===== src/rtl/crs_pkg.sv =====
// Purpose: Shared constants and carrier types of the core register set
// Assumes: 32-bit registers, byte addressed register bus
// Notes:   Bus offsets are byte addresses of aligned words
package crs_pkg;

  localparam int unsigned CRS_DATA_W   = 32;
  localparam int unsigned CRS_GPR_NUM  = 16;
  localparam int unsigned CRS_IDX_W    = 4;
  localparam int unsigned CRS_ADDR_W   = 8;

  // Fixed roles inside the general register bank
  localparam logic [3:0] CRS_INDEX_GPR = 4'h0;
  localparam logic [3:0] CRS_STACK_GPR = 4'hf;

  // Register bus map
  localparam logic [7:0] CRS_OFS_GPR_BASE = 8'h00;
  localparam logic [7:0] CRS_OFS_GPR_LAST = 8'h3c;
  localparam logic [7:0] CRS_OFS_STATUS   = 8'h40;
  localparam logic [7:0] CRS_OFS_GLOBAL   = 8'h44;
  localparam logic [7:0] CRS_OFS_VECTOR   = 8'h48;
  localparam logic [7:0] CRS_OFS_MACHI    = 8'h4c;
  localparam logic [7:0] CRS_OFS_MACLO    = 8'h50;
  localparam logic [7:0] CRS_OFS_LINK     = 8'h54;
  localparam logic [7:0] CRS_OFS_PC       = 8'h58;
  localparam logic [7:0] CRS_OFS_CORESTAT = 8'h5c;

  // Status word layout
  localparam int unsigned CRS_SW_MASK_LSB = 4;
  localparam logic [31:0] CRS_SW_IMPL     = 32'h0000_03f3;
  localparam logic [31:0] CRS_SW_RESET    = 32'h0000_00f0;

  // Reset values
  localparam logic [31:0] CRS_VECTOR_RESET = 32'h0000_0000;
  localparam logic [31:0] CRS_ZERO         = 32'h0000_0000;

  // Vector table slots used at reset and stack frame geometry
  localparam logic [31:0] CRS_VEC_PC_ADDR  = 32'h0000_0000;
  localparam logic [31:0] CRS_VEC_SP_ADDR  = 32'h0000_0004;
  localparam logic [31:0] CRS_WORD_BYTES   = 32'h0000_0004;
  localparam logic [31:0] CRS_FRAME_BYTES  = 32'h0000_0008;

  typedef enum logic [1:0] {
    CRS_ST_FETCH_PC = 2'b00,
    CRS_ST_FETCH_SP = 2'b01,
    CRS_ST_RUN      = 2'b10
  } crs_state_t;

  typedef enum logic [2:0] {
    CRS_SEL_STATUS = 3'b000,
    CRS_SEL_GLOBAL = 3'b001,
    CRS_SEL_VECTOR = 3'b010,
    CRS_SEL_MACHI  = 3'b011,
    CRS_SEL_MACLO  = 3'b100,
    CRS_SEL_LINK   = 3'b101
  } crs_sel_t;

  typedef struct packed {
    logic [3:0]  idx;
    logic [31:0] data;
    logic        we;
  } crs_gpr_wr_t;

  typedef struct packed {
    logic        we;
    crs_sel_t    sel;
    logic [31:0] data;
  } crs_sys_wr_t;

  typedef struct packed {
    logic        enter;
    logic        leave;
    logic [7:0]  vectorNum;
    logic [31:0] poppedStatus;
    logic [31:0] poppedPc;
  } crs_exc_t;

  typedef struct packed {
    logic [31:0] pushStatusAddr;
    logic [31:0] pushPcAddr;
    logic [31:0] vectorAddr;
  } crs_exc_out_t;

endpackage


===== src/rtl/crs_gpr_bank.sv =====
// Purpose: Sixteen general registers with one shared port and a stack port
// Assumes: Caller merges core and bus writes onto the shared port
// Notes:   Stack port wins over the shared port for the stack register
module crs_gpr_bank
  import crs_pkg::*;
(
  input  wire logic                                     clock,
  input  wire logic                                     reset,
  input  wire crs_pkg::crs_gpr_wr_t                     wrPort,
  input  wire logic                                     spWe,
  input  wire logic [crs_pkg::CRS_DATA_W-1:0]           spData,
  output      logic [crs_pkg::CRS_GPR_NUM-1:0][31:0]    gprs
);
  typedef struct packed {
    logic [CRS_GPR_NUM-1:0][31:0] regs;
  } crs_bank_t;

  crs_bank_t                    bank_ff;
  crs_bank_t                    nxt_bank;
  logic [CRS_GPR_NUM-1:0][31:0] nxtEntry;

  for (genvar i = 0; i < CRS_GPR_NUM; i++) begin : g_entry
    always_comb begin
      nxtEntry[i] = bank_ff.regs[i];
      if (wrPort.we && wrPort.idx == CRS_IDX_W'(i)) begin
        nxtEntry[i] = wrPort.data;
      end
      if (spWe && CRS_STACK_GPR == CRS_IDX_W'(i)) begin
        nxtEntry[i] = spData;
      end
    end
  end

  always_comb begin
    nxt_bank.regs = nxtEntry;
  end

  // Contents are undefined after reset in the architecture; zero keeps simulation clean
  always_ff @(posedge clock or posedge reset) begin
    if (reset) begin
      bank_ff <= '0;
    end else begin
      bank_ff <= nxt_bank;
    end
  end

  assign gprs = bank_ff.regs;
endmodule // crs_gpr_bank


===== src/rtl/crs_register_set.sv =====
// Purpose: Architectural register set of the core with a register bus view
// Assumes: Avalon-MM slave with waitrequest; vector table reached by a fetch port
// Notes:   Core ports win over bus writes to the same register in one cycle
// Notes on behaviour
// - sixteen general, three control, four system registers
// - general register zero acts as index register
// - register fifteen is stack for exception frames
// - global base forms peripheral transfer addresses
// - vector base locates the exception vector area
// - multiply results land in high/low registers
// - link holds return address; counter steers flow
// - stack pointer loaded from vector table after reset
// - program counter loaded from vector table after reset
// - status mask bits ones, reserved zero at reset
module crs_register_set
  import crs_pkg::*;
(
  input  wire logic                          clock,
  input  wire logic                          reset,
  // Register bus
  input  wire logic [crs_pkg::CRS_ADDR_W-1:0] address,
  input  wire logic                          read,
  input  wire logic                          write,
  input  wire logic [31:0]                   writedata,
  output      logic [31:0]                   readdata,
  output      logic                          waitrequest,
  // Vector table fetch after reset
  output      logic                          vecReq,
  output      logic [31:0]                   vecAddr,
  input  wire logic                          vecValid,
  input  wire logic [31:0]                   vecData,
  output      logic                          coreReady,
  // Core general register access
  input  wire logic [crs_pkg::CRS_IDX_W-1:0] rdIdxA,
  input  wire logic [crs_pkg::CRS_IDX_W-1:0] rdIdxB,
  output      logic [31:0]                   rdDataA,
  output      logic [31:0]                   rdDataB,
  input  wire crs_pkg::crs_gpr_wr_t          gprWr,
  output      logic [31:0]                   indexGpr,
  output      logic [31:0]                   stackPointer,
  // Core control and system register access
  input  wire crs_pkg::crs_sys_wr_t          sysWr,
  input  wire logic                          macWe,
  input  wire logic [31:0]                   macHighIn,
  input  wire logic [31:0]                   macLowIn,
  input  wire logic                          callWe,
  input  wire logic [31:0]                   callReturn,
  input  wire logic                          pcWe,
  input  wire logic [31:0]                   pcNext,
  input  wire logic                          gblUseIndex,
  input  wire logic [31:0]                   gblDisp,
  output      logic [31:0]                   gblEffAddr,
  input  wire crs_pkg::crs_exc_t             exc,
  output      crs_pkg::crs_exc_out_t         excOut,
  output      logic [31:0]                   statusWord,
  output      logic [31:0]                   globalBase,
  output      logic [31:0]                   vectorBase,
  output      logic [31:0]                   macHigh,
  output      logic [31:0]                   macLow,
  output      logic [31:0]                   returnLink,
  output      logic [31:0]                   programCounter
);
  typedef struct packed {
    crs_state_t   state;
    logic         ready;
    logic         busWait;
    logic [31:0]  busData;
    logic [31:0]  vecAddr;
    logic         vecReq;
    logic [31:0]  rdA;
    logic [31:0]  rdB;
    logic [31:0]  gblEff;
    crs_exc_out_t excOut;
    logic [31:0]  status;
    logic [31:0]  gblBase;
    logic [31:0]  vector;
    logic [31:0]  macHi;
    logic [31:0]  macLo;
    logic [31:0]  link;
    logic [31:0]  pc;
  } crs_state_s_t;

  crs_state_s_t                 s_ff;
  crs_state_s_t                 nxt_s;
  logic [CRS_GPR_NUM-1:0][31:0] gprs;
  crs_gpr_wr_t                  bankWr;
  logic                         spWe;
  logic [31:0]                  spData;
  logic                         busGo;
  logic                         busWr;
  logic [CRS_IDX_W-1:0]         busIdx;
  logic                         busIsGpr;
  logic [31:0]                  busRead;

  crs_gpr_bank u_bank (
    .clock  (clock),
    .reset  (reset),
    .wrPort (bankWr),
    .spWe   (spWe),
    .spData (spData),
    .gprs   (gprs)
  );

  always_comb begin
    busGo    = (read || write) && s_ff.busWait;
    busWr    = write && !s_ff.busWait;
    busIdx   = address[5:2];
    busIsGpr = (address <= CRS_OFS_GPR_LAST) && (address[1:0] == 2'b00);
    busRead  = CRS_ZERO;
    if (busIsGpr) begin
      busRead = gprs[busIdx];
    end else begin
      case (address)
        CRS_OFS_STATUS: begin
          busRead = s_ff.status;
        end
        CRS_OFS_GLOBAL: begin
          busRead = s_ff.gblBase;
        end
        CRS_OFS_VECTOR: begin
          busRead = s_ff.vector;
        end
        CRS_OFS_MACHI: begin
          busRead = s_ff.macHi;
        end
        CRS_OFS_MACLO: begin
          busRead = s_ff.macLo;
        end
        CRS_OFS_LINK: begin
          busRead = s_ff.link;
        end
        CRS_OFS_PC: begin
          busRead = s_ff.pc;
        end
        CRS_OFS_CORESTAT: begin
          busRead = {31'h0, s_ff.state == CRS_ST_RUN};
        end
        default: begin
          busRead = CRS_ZERO;
        end
      endcase
    end
  end

  // Shared bank port: core has priority, bus write only lands when core is quiet
  always_comb begin
    bankWr = gprWr;
    if (!gprWr.we && busWr && busIsGpr) begin
      bankWr.we   = 1'b1;
      bankWr.idx  = busIdx;
      bankWr.data = writedata;
    end
    spWe   = 1'b0;
    spData = gprs[CRS_STACK_GPR];
    if (s_ff.state == CRS_ST_FETCH_SP && vecValid) begin
      spWe   = 1'b1;
      spData = vecData;
    end else if (exc.enter) begin
      spWe   = 1'b1;
      spData = gprs[CRS_STACK_GPR] - CRS_FRAME_BYTES;
    end else if (exc.leave) begin
      spWe   = 1'b1;
      spData = gprs[CRS_STACK_GPR] + CRS_FRAME_BYTES;
    end
  end

  always_comb begin
    nxt_s = s_ff;

    // Bus slave: one wait cycle, then a single low cycle with data
    nxt_s.busWait = !busGo;
    if (busGo) begin
      nxt_s.busData = busRead;
    end

    // Reset-time vector fetch; core held off until both words arrive
    case (s_ff.state)
      CRS_ST_FETCH_PC: begin
        nxt_s.vecReq  = 1'b1;
        nxt_s.vecAddr = CRS_VEC_PC_ADDR;
        if (vecValid) begin
          nxt_s.pc      = vecData;
          nxt_s.state   = CRS_ST_FETCH_SP;
          nxt_s.vecAddr = CRS_VEC_SP_ADDR;
        end
      end
      CRS_ST_FETCH_SP: begin
        if (vecValid) begin
          nxt_s.state  = CRS_ST_RUN;
          nxt_s.vecReq = 1'b0;
        end
      end
      CRS_ST_RUN: begin
        nxt_s.vecReq = 1'b0;
      end
      default: begin
        nxt_s.state = CRS_ST_FETCH_PC;
      end
    endcase

    // Bus writes first so that core updates below override them
    if (busWr) begin
      case (address)
        CRS_OFS_STATUS: begin
          nxt_s.status = writedata & CRS_SW_IMPL;
        end
        CRS_OFS_GLOBAL: begin
          nxt_s.gblBase = writedata;
        end
        CRS_OFS_VECTOR: begin
          nxt_s.vector = writedata;
        end
        CRS_OFS_MACHI: begin
          nxt_s.macHi = writedata;
        end
        CRS_OFS_MACLO: begin
          nxt_s.macLo = writedata;
        end
        CRS_OFS_LINK: begin
          nxt_s.link = writedata;
        end
        default: begin
          nxt_s.link = nxt_s.link;
        end
      endcase
    end

    if (sysWr.we) begin
      case (sysWr.sel)
        CRS_SEL_STATUS: begin
          nxt_s.status = sysWr.data & CRS_SW_IMPL;
        end
        CRS_SEL_GLOBAL: begin
          nxt_s.gblBase = sysWr.data;
        end
        CRS_SEL_VECTOR: begin
          nxt_s.vector = sysWr.data;
        end
        CRS_SEL_MACHI: begin
          nxt_s.macHi = sysWr.data;
        end
        CRS_SEL_MACLO: begin
          nxt_s.macLo = sysWr.data;
        end
        CRS_SEL_LINK: begin
          nxt_s.link = sysWr.data;
        end
        default: begin
          nxt_s.link = nxt_s.link;
        end
      endcase
    end
    if (macWe) begin
      nxt_s.macHi = macHighIn;
      nxt_s.macLo = macLowIn;
    end
    if (callWe) begin
      nxt_s.link = callReturn;
    end
    if (s_ff.state == CRS_ST_RUN && pcWe) begin
      nxt_s.pc = pcNext;
    end

    // Exception return restores the frame the core popped off the stack
    if (exc.leave) begin
      nxt_s.status = exc.poppedStatus & CRS_SW_IMPL;
      nxt_s.pc     = exc.poppedPc;
    end

    // Frame slots sit just below the stack pointer; counter above status
    nxt_s.excOut.pushPcAddr     = gprs[CRS_STACK_GPR] - CRS_WORD_BYTES;
    nxt_s.excOut.pushStatusAddr = gprs[CRS_STACK_GPR] - CRS_FRAME_BYTES;
    nxt_s.excOut.vectorAddr     = s_ff.vector + {22'h0, exc.vectorNum, 2'b00};

    // Index register replaces the displacement in the indexed form
    nxt_s.gblEff = s_ff.gblBase + (gblUseIndex ? gprs[CRS_INDEX_GPR] : gblDisp);

    // Registered so the core start flag leaves a flop like every other output
    nxt_s.ready = (nxt_s.state == CRS_ST_RUN);

    nxt_s.rdA = gprs[rdIdxA];
    nxt_s.rdB = gprs[rdIdxB];
  end

  always_ff @(posedge clock or posedge reset) begin
    if (reset) begin
      s_ff         <= '0;
      s_ff.state   <= CRS_ST_FETCH_PC;
      s_ff.busWait <= 1'b1;
      s_ff.status  <= CRS_SW_RESET;
      s_ff.vector  <= CRS_VECTOR_RESET;
    end else begin
      s_ff <= nxt_s;
    end
  end

  assign readdata       = s_ff.busData;
  assign waitrequest    = s_ff.busWait;
  assign vecReq         = s_ff.vecReq;
  assign vecAddr        = s_ff.vecAddr;
  assign coreReady      = s_ff.ready;
  assign rdDataA        = s_ff.rdA;
  assign rdDataB        = s_ff.rdB;
  assign indexGpr       = gprs[CRS_INDEX_GPR];
  assign stackPointer   = gprs[CRS_STACK_GPR];
  assign gblEffAddr     = s_ff.gblEff;
  assign excOut         = s_ff.excOut;
  assign statusWord     = s_ff.status;
  assign globalBase     = s_ff.gblBase;
  assign vectorBase     = s_ff.vector;
  assign macHigh        = s_ff.macHi;
  assign macLow         = s_ff.macLo;
  assign returnLink     = s_ff.link;
  assign programCounter = s_ff.pc;
endmodule // crs_register_set


===== config.mk =====
export PLATFORM = sky130hd
export DESIGN_NAME = crs_register_set
export DESIGN_NICKNAME = d
export VERILOG_FILES = /design/src/rtl/crs_pkg.sv /design/src/rtl/crs_gpr_bank.sv /design/src/rtl/crs_register_set.sv
export SDC_FILE = /design/constraint.sdc
export NUM_CORES = 2
export LEC_CHECK = 0
export BUFFER_PORTS_ARGS = -buffer_cell sky130_fd_sc_hd__buf_2
export CAP_MARGIN = 25
export CORE_AREA = 2 2 369 371
export CTS_CLUSTER_SIZE = 12
export DETAILED_ROUTE_END_ITERATION = 8
export DIE_AREA = 0 0 371 373
export PLACE_DENSITY = 0.67
export RECOVER_POWER = 100
export SYNTH_ARGS = -nofsm -noshare
export SYNTH_HDL_FRONTEND = slang
export SYNTH_SLANG_ARGS = --single-unit

===== constraint.sdc =====
create_clock -name clock -period 85.5 [get_ports clock]
set_input_delay 17.1 -clock clock [delete_from_list [all_inputs] [get_ports clock]]
set_output_delay 17.1 -clock clock [all_outputs]
set_load 0.005 [all_outputs]

==> flow_metrics.py <==
metrics = {
    "detailed_routing": {
        "wl_um": 270000,
        "wl_per_cell_um": 35.2,
        "drc": 0,
        "drtIter0Drc": 7094,
        "vias": 49062,
        "ant_nets": 0,
        "viasPerCell": 6.41,
        "dr.pass1.iters": 9,
    },
    "global_route": {
        "grt_pass1_vias": 45932,
        "grt_usage": 0.384,
        "grt_max_degree": 184,
        "antenna_found_initial": 62,
        "gr-total-overflow": 0,
        "grt_pass1_wl_um": 370000,
    },
    "die": {
        "fp.dieW_um": 371,
        "die_y_um": 373,
        "coreArea_mm2": 0.135,
        "row_count": 135,
        "ios": 943,
        "dieArea_mm2": 0.138,
        "initial_core_util": 0.431,
    },
    "timing": {
        "fmax_mhz": 29.9,
        "finalHoldViolCount": 0,
        "setup_viol": 0,
        "fin_skew_ns": 0.0452,
        "setup_tns_ns": 0,
        "finalCritPeriodShare": 0.391,
        "setup_slack_ns": 52.07,
        "worst_pin_slew_ns": 9.46,
        "final-max-slew-violation-count": 2596,
        "rsz0062_at_grt": "no",
        "timing.final.crit_period_ns": 33.43,
        "relSlewSlack": -5.31,
        "hold_slack_ns": 0.488,
    },
    "setup_path": {
        "cp.arrival_ns": 31.89,
        "worstPathRequired_ns": 83.96,
        "critPathMaxFanout": 183,
        "start_kind": "input port",
        "critPathKind": "in2async",
        "crit_path_end_kind": "asynchronous set/reset pin",
    },
    "cts": {
        "cts_buffer_depth": 3,
        "cts_buffers": 107,
        "worstSkewPairLatency_ns": 0.76,
        "ctsRootBufferMaster": "clkbuf_16",
        "postCtsSetupBuffers": 0,
        "hold_buffers": 0,
        "cts.repair.resized": 0,
        "cts.clk_slew.worst_paths_ns": 0.06,
        "cts.sinks": 964,
        "htreeDepth": 3,
        "cts_tree": "built",
    },
    "logic_synthesis": {
        "synthCells": 5589,
        "synth-seq-area-share": 0.416,
        "yosys_register_bits": 964,
        "syn_area_per_cell_um2": 10.4,
        "ys_types": 79,
        "synth_edf_count": 0,
        "synthFlopType": "dfrtp_1",
        "netlist_area_mm2": 0.0580,
        "async_flop_share": 1.00,
        "synth_warnings": 0,
    },
    "power_and_ir_drop": {
        "sw_frac_of_total": 0.377,
        "pwr-share-comb": 0.312,
        "power_leakage_nw": 27.5,
        "peakVddDrop_uv": 17.9,
        "p_seq_frac": 0.403,
        "p_switching_w": 0.000647,
        "clkPwrFrac": 0.285,
        "p_int_w": 0.00107,
        "powerDensity_mw_per_mm2": 27.1,
    },
    "finish": {
        "layout_common_cells": "dfrtp_1 (959), nand2_1 (930), o21ai_0 (738)",
        "stdcell_area_mm2": 0.0634,
        "layout_commonest_cell": "dfrtp_1",
        "final_nets": 6205,
        "drive_above_1_share": 0.237,
        "syn2layout_area_growth_pct": 9.17,
        "utilization": 0.471,
    },
    "placed_design": {
        "port_buffers": 887,
        "dpl-instance-area_mm2": 0.0604,
        "place_congestion": 1.02,
        "hpwl_um": 196000,
        "place_ws_ns": 63.86,
    },
    "job": {
        "cap_viol_max_count": 43,
    },
    "run_status": {
        "status": "finished, violations left",
        "violations": "max-capacitance violations, max-slew violations",
    },
    "worst_hold_path": {
        "hp-class": "reg2reg",
    },
}
## critical path, cell delays in order
cell,delay [ns]
buf_2,0.10
clkinvlp_2,2.49
clkbuf_1,2.74
clkbuf_1,2.33
clkbuf_1,6.73
## final timing paths
kind                                    from                to  slack [ns]  depth (start not counted)
worst max-delay path                   reset  u_bank.gprs[182]       52.07                          5
worst min-delay path            readdata[16]      readdata[16]        0.49                          2
worst max register to register   waitrequest   u_bank.gprs[95]       79.30                          8
worst min register to register  readdata[16]      readdata[16]        0.49                          2
max in group clock                 rdIdxB[0]       rdDataB[28]       60.87                          4
min in group asynchronous              reset         excOut[1]       17.73                          2
## cells in the mapped netlist, types with 7 or more instances
| master | count | area (µm²) |
|---|---|---|
| a211oi_1 | 9 | 67.6 |
| a21o_1 | 49 | 368 |
| a21oi_1 | 246 | 1230 |
| a221oi_1 | 24 | 210 |
| a222oi_1 | 8 | 80.1 |
| a22oi_1 | 20 | 150 |
| a311oi_1 | 33 | 289 |
| a31oi_1 | 14 | 87.6 |
| and2_1 | 36 | 225 |
| and3_1 | 24 | 150 |
| buf_1 | 63 | 236 |
| buf_2 | 32 | 160 |
| buf_4 | 547 | 4110 |
| clkbuf_1 | 351 | 1320 |
| dfrtp_1 | 959 | 24000 |
| ha_1 | 47 | 588 |
| inv_1 | 18 | 67.6 |
| mux2_2 | 35 | 394 |
| mux2i_1 | 129 | 1290 |
| mux4_2 | 495 | 11100 |
| nand2_1 | 930 | 3490 |
| nand2b_1 | 8 | 50.1 |
| nand3_1 | 188 | 941 |
| nand4_1 | 18 | 113 |
| nor2_1 | 251 | 942 |
| nor3_1 | 32 | 160 |
| nor4_1 | 8 | 50.1 |
| o211ai_1 | 7 | 52.6 |
| o21a_1 | 9 | 67.6 |
| o21ai_0 | 728 | 3640 |
| o21ai_1 | 12 | 60.1 |
| o21bai_1 | 7 | 52.6 |
| o22ai_1 | 13 | 81.3 |
| o31ai_1 | 10 | 75.1 |
| xnor2_1 | 62 | 543 |
| xor2_1 | 58 | 508 |
## registers in the layout, indices dropped and copies added (netlist names), 2 cells and up
| signal | count |
|---|---|
| macHigh | 32 |
| s_ff | 2 |
| returnLink | 32 |
| readdata | 32 |
| gblEffAddr | 32 |
| globalBase | 32 |
| rdDataB | 32 |
| vectorBase | 32 |
| excOut | 94 |
| u_bank.gprs | 512 |
| rdDataA | 32 |
| programCounter | 32 |
| statusWord | 32 |
| macLow | 32 |
## kinds of logic (layout without fill, tap and decap cells)
family                   Yosys count  count (layout)  share of synthesized area
AO/OA/AOI/OAI                   1234            1234                      0.119
other                              1              68                  0.0000646
buffers and inverters           1013            1234                      0.102
XOR/XNOR                         121             121                     0.0184
flip-flops                       964             964                      0.416
AND/OR/NAND/NOR                 1548            1548                      0.113
adder cells (fa/ha/maj)           49              49                     0.0108
multiplexers                     659             659                      0.221
## power by group through the flow
stage	Combinational, W	Sequential [W]	Clock, W
finish	0.000536	0.000692	0.000489
global route	0.000564	0.000698	0.000511
CTS	0.000535	0.000683	0.000491
detailed placement	0.000533	0.000690	0
global placement	0.000525	0.000683	0
floorplan	0.000383	0.000634	0
## area by class of cell
type	count	area, µm²
sequential	964	24100
clock inverter	40	573
antenna	37	92.6
fill	12583	71300
multi-input combinational	3642	28300
tap	1781	2230
inverter	20	76.3
clock buffer	149	3060
timing repair buffer	1025	4960
## metal layers
metal | track usage | routed length (µm) | vias up | part of all wire
met2 | 0.548 | 114000 | 3543 | 0.42
met4 | 0.240 | 20900 | 44 | 0.078
li1 | - | - | 19930 | -
met3 | 0.160 | 39500 | 763 | 0.15
met5 | 0 | 412 | - | 0.0015
met1 | 0.479 | 95000 | 24782 | 0.35
## stage by stage
stage,std cells,power (W)
after global placement,7426,0.00121
final,7658,0.00172
after floorplan,5619,0.00102
after detailed placement,7429,0.00122
after CTS,7618,0.00171
after global routing,7642,0.00177
Note: power is estimated with default switching activity, not from simulation.
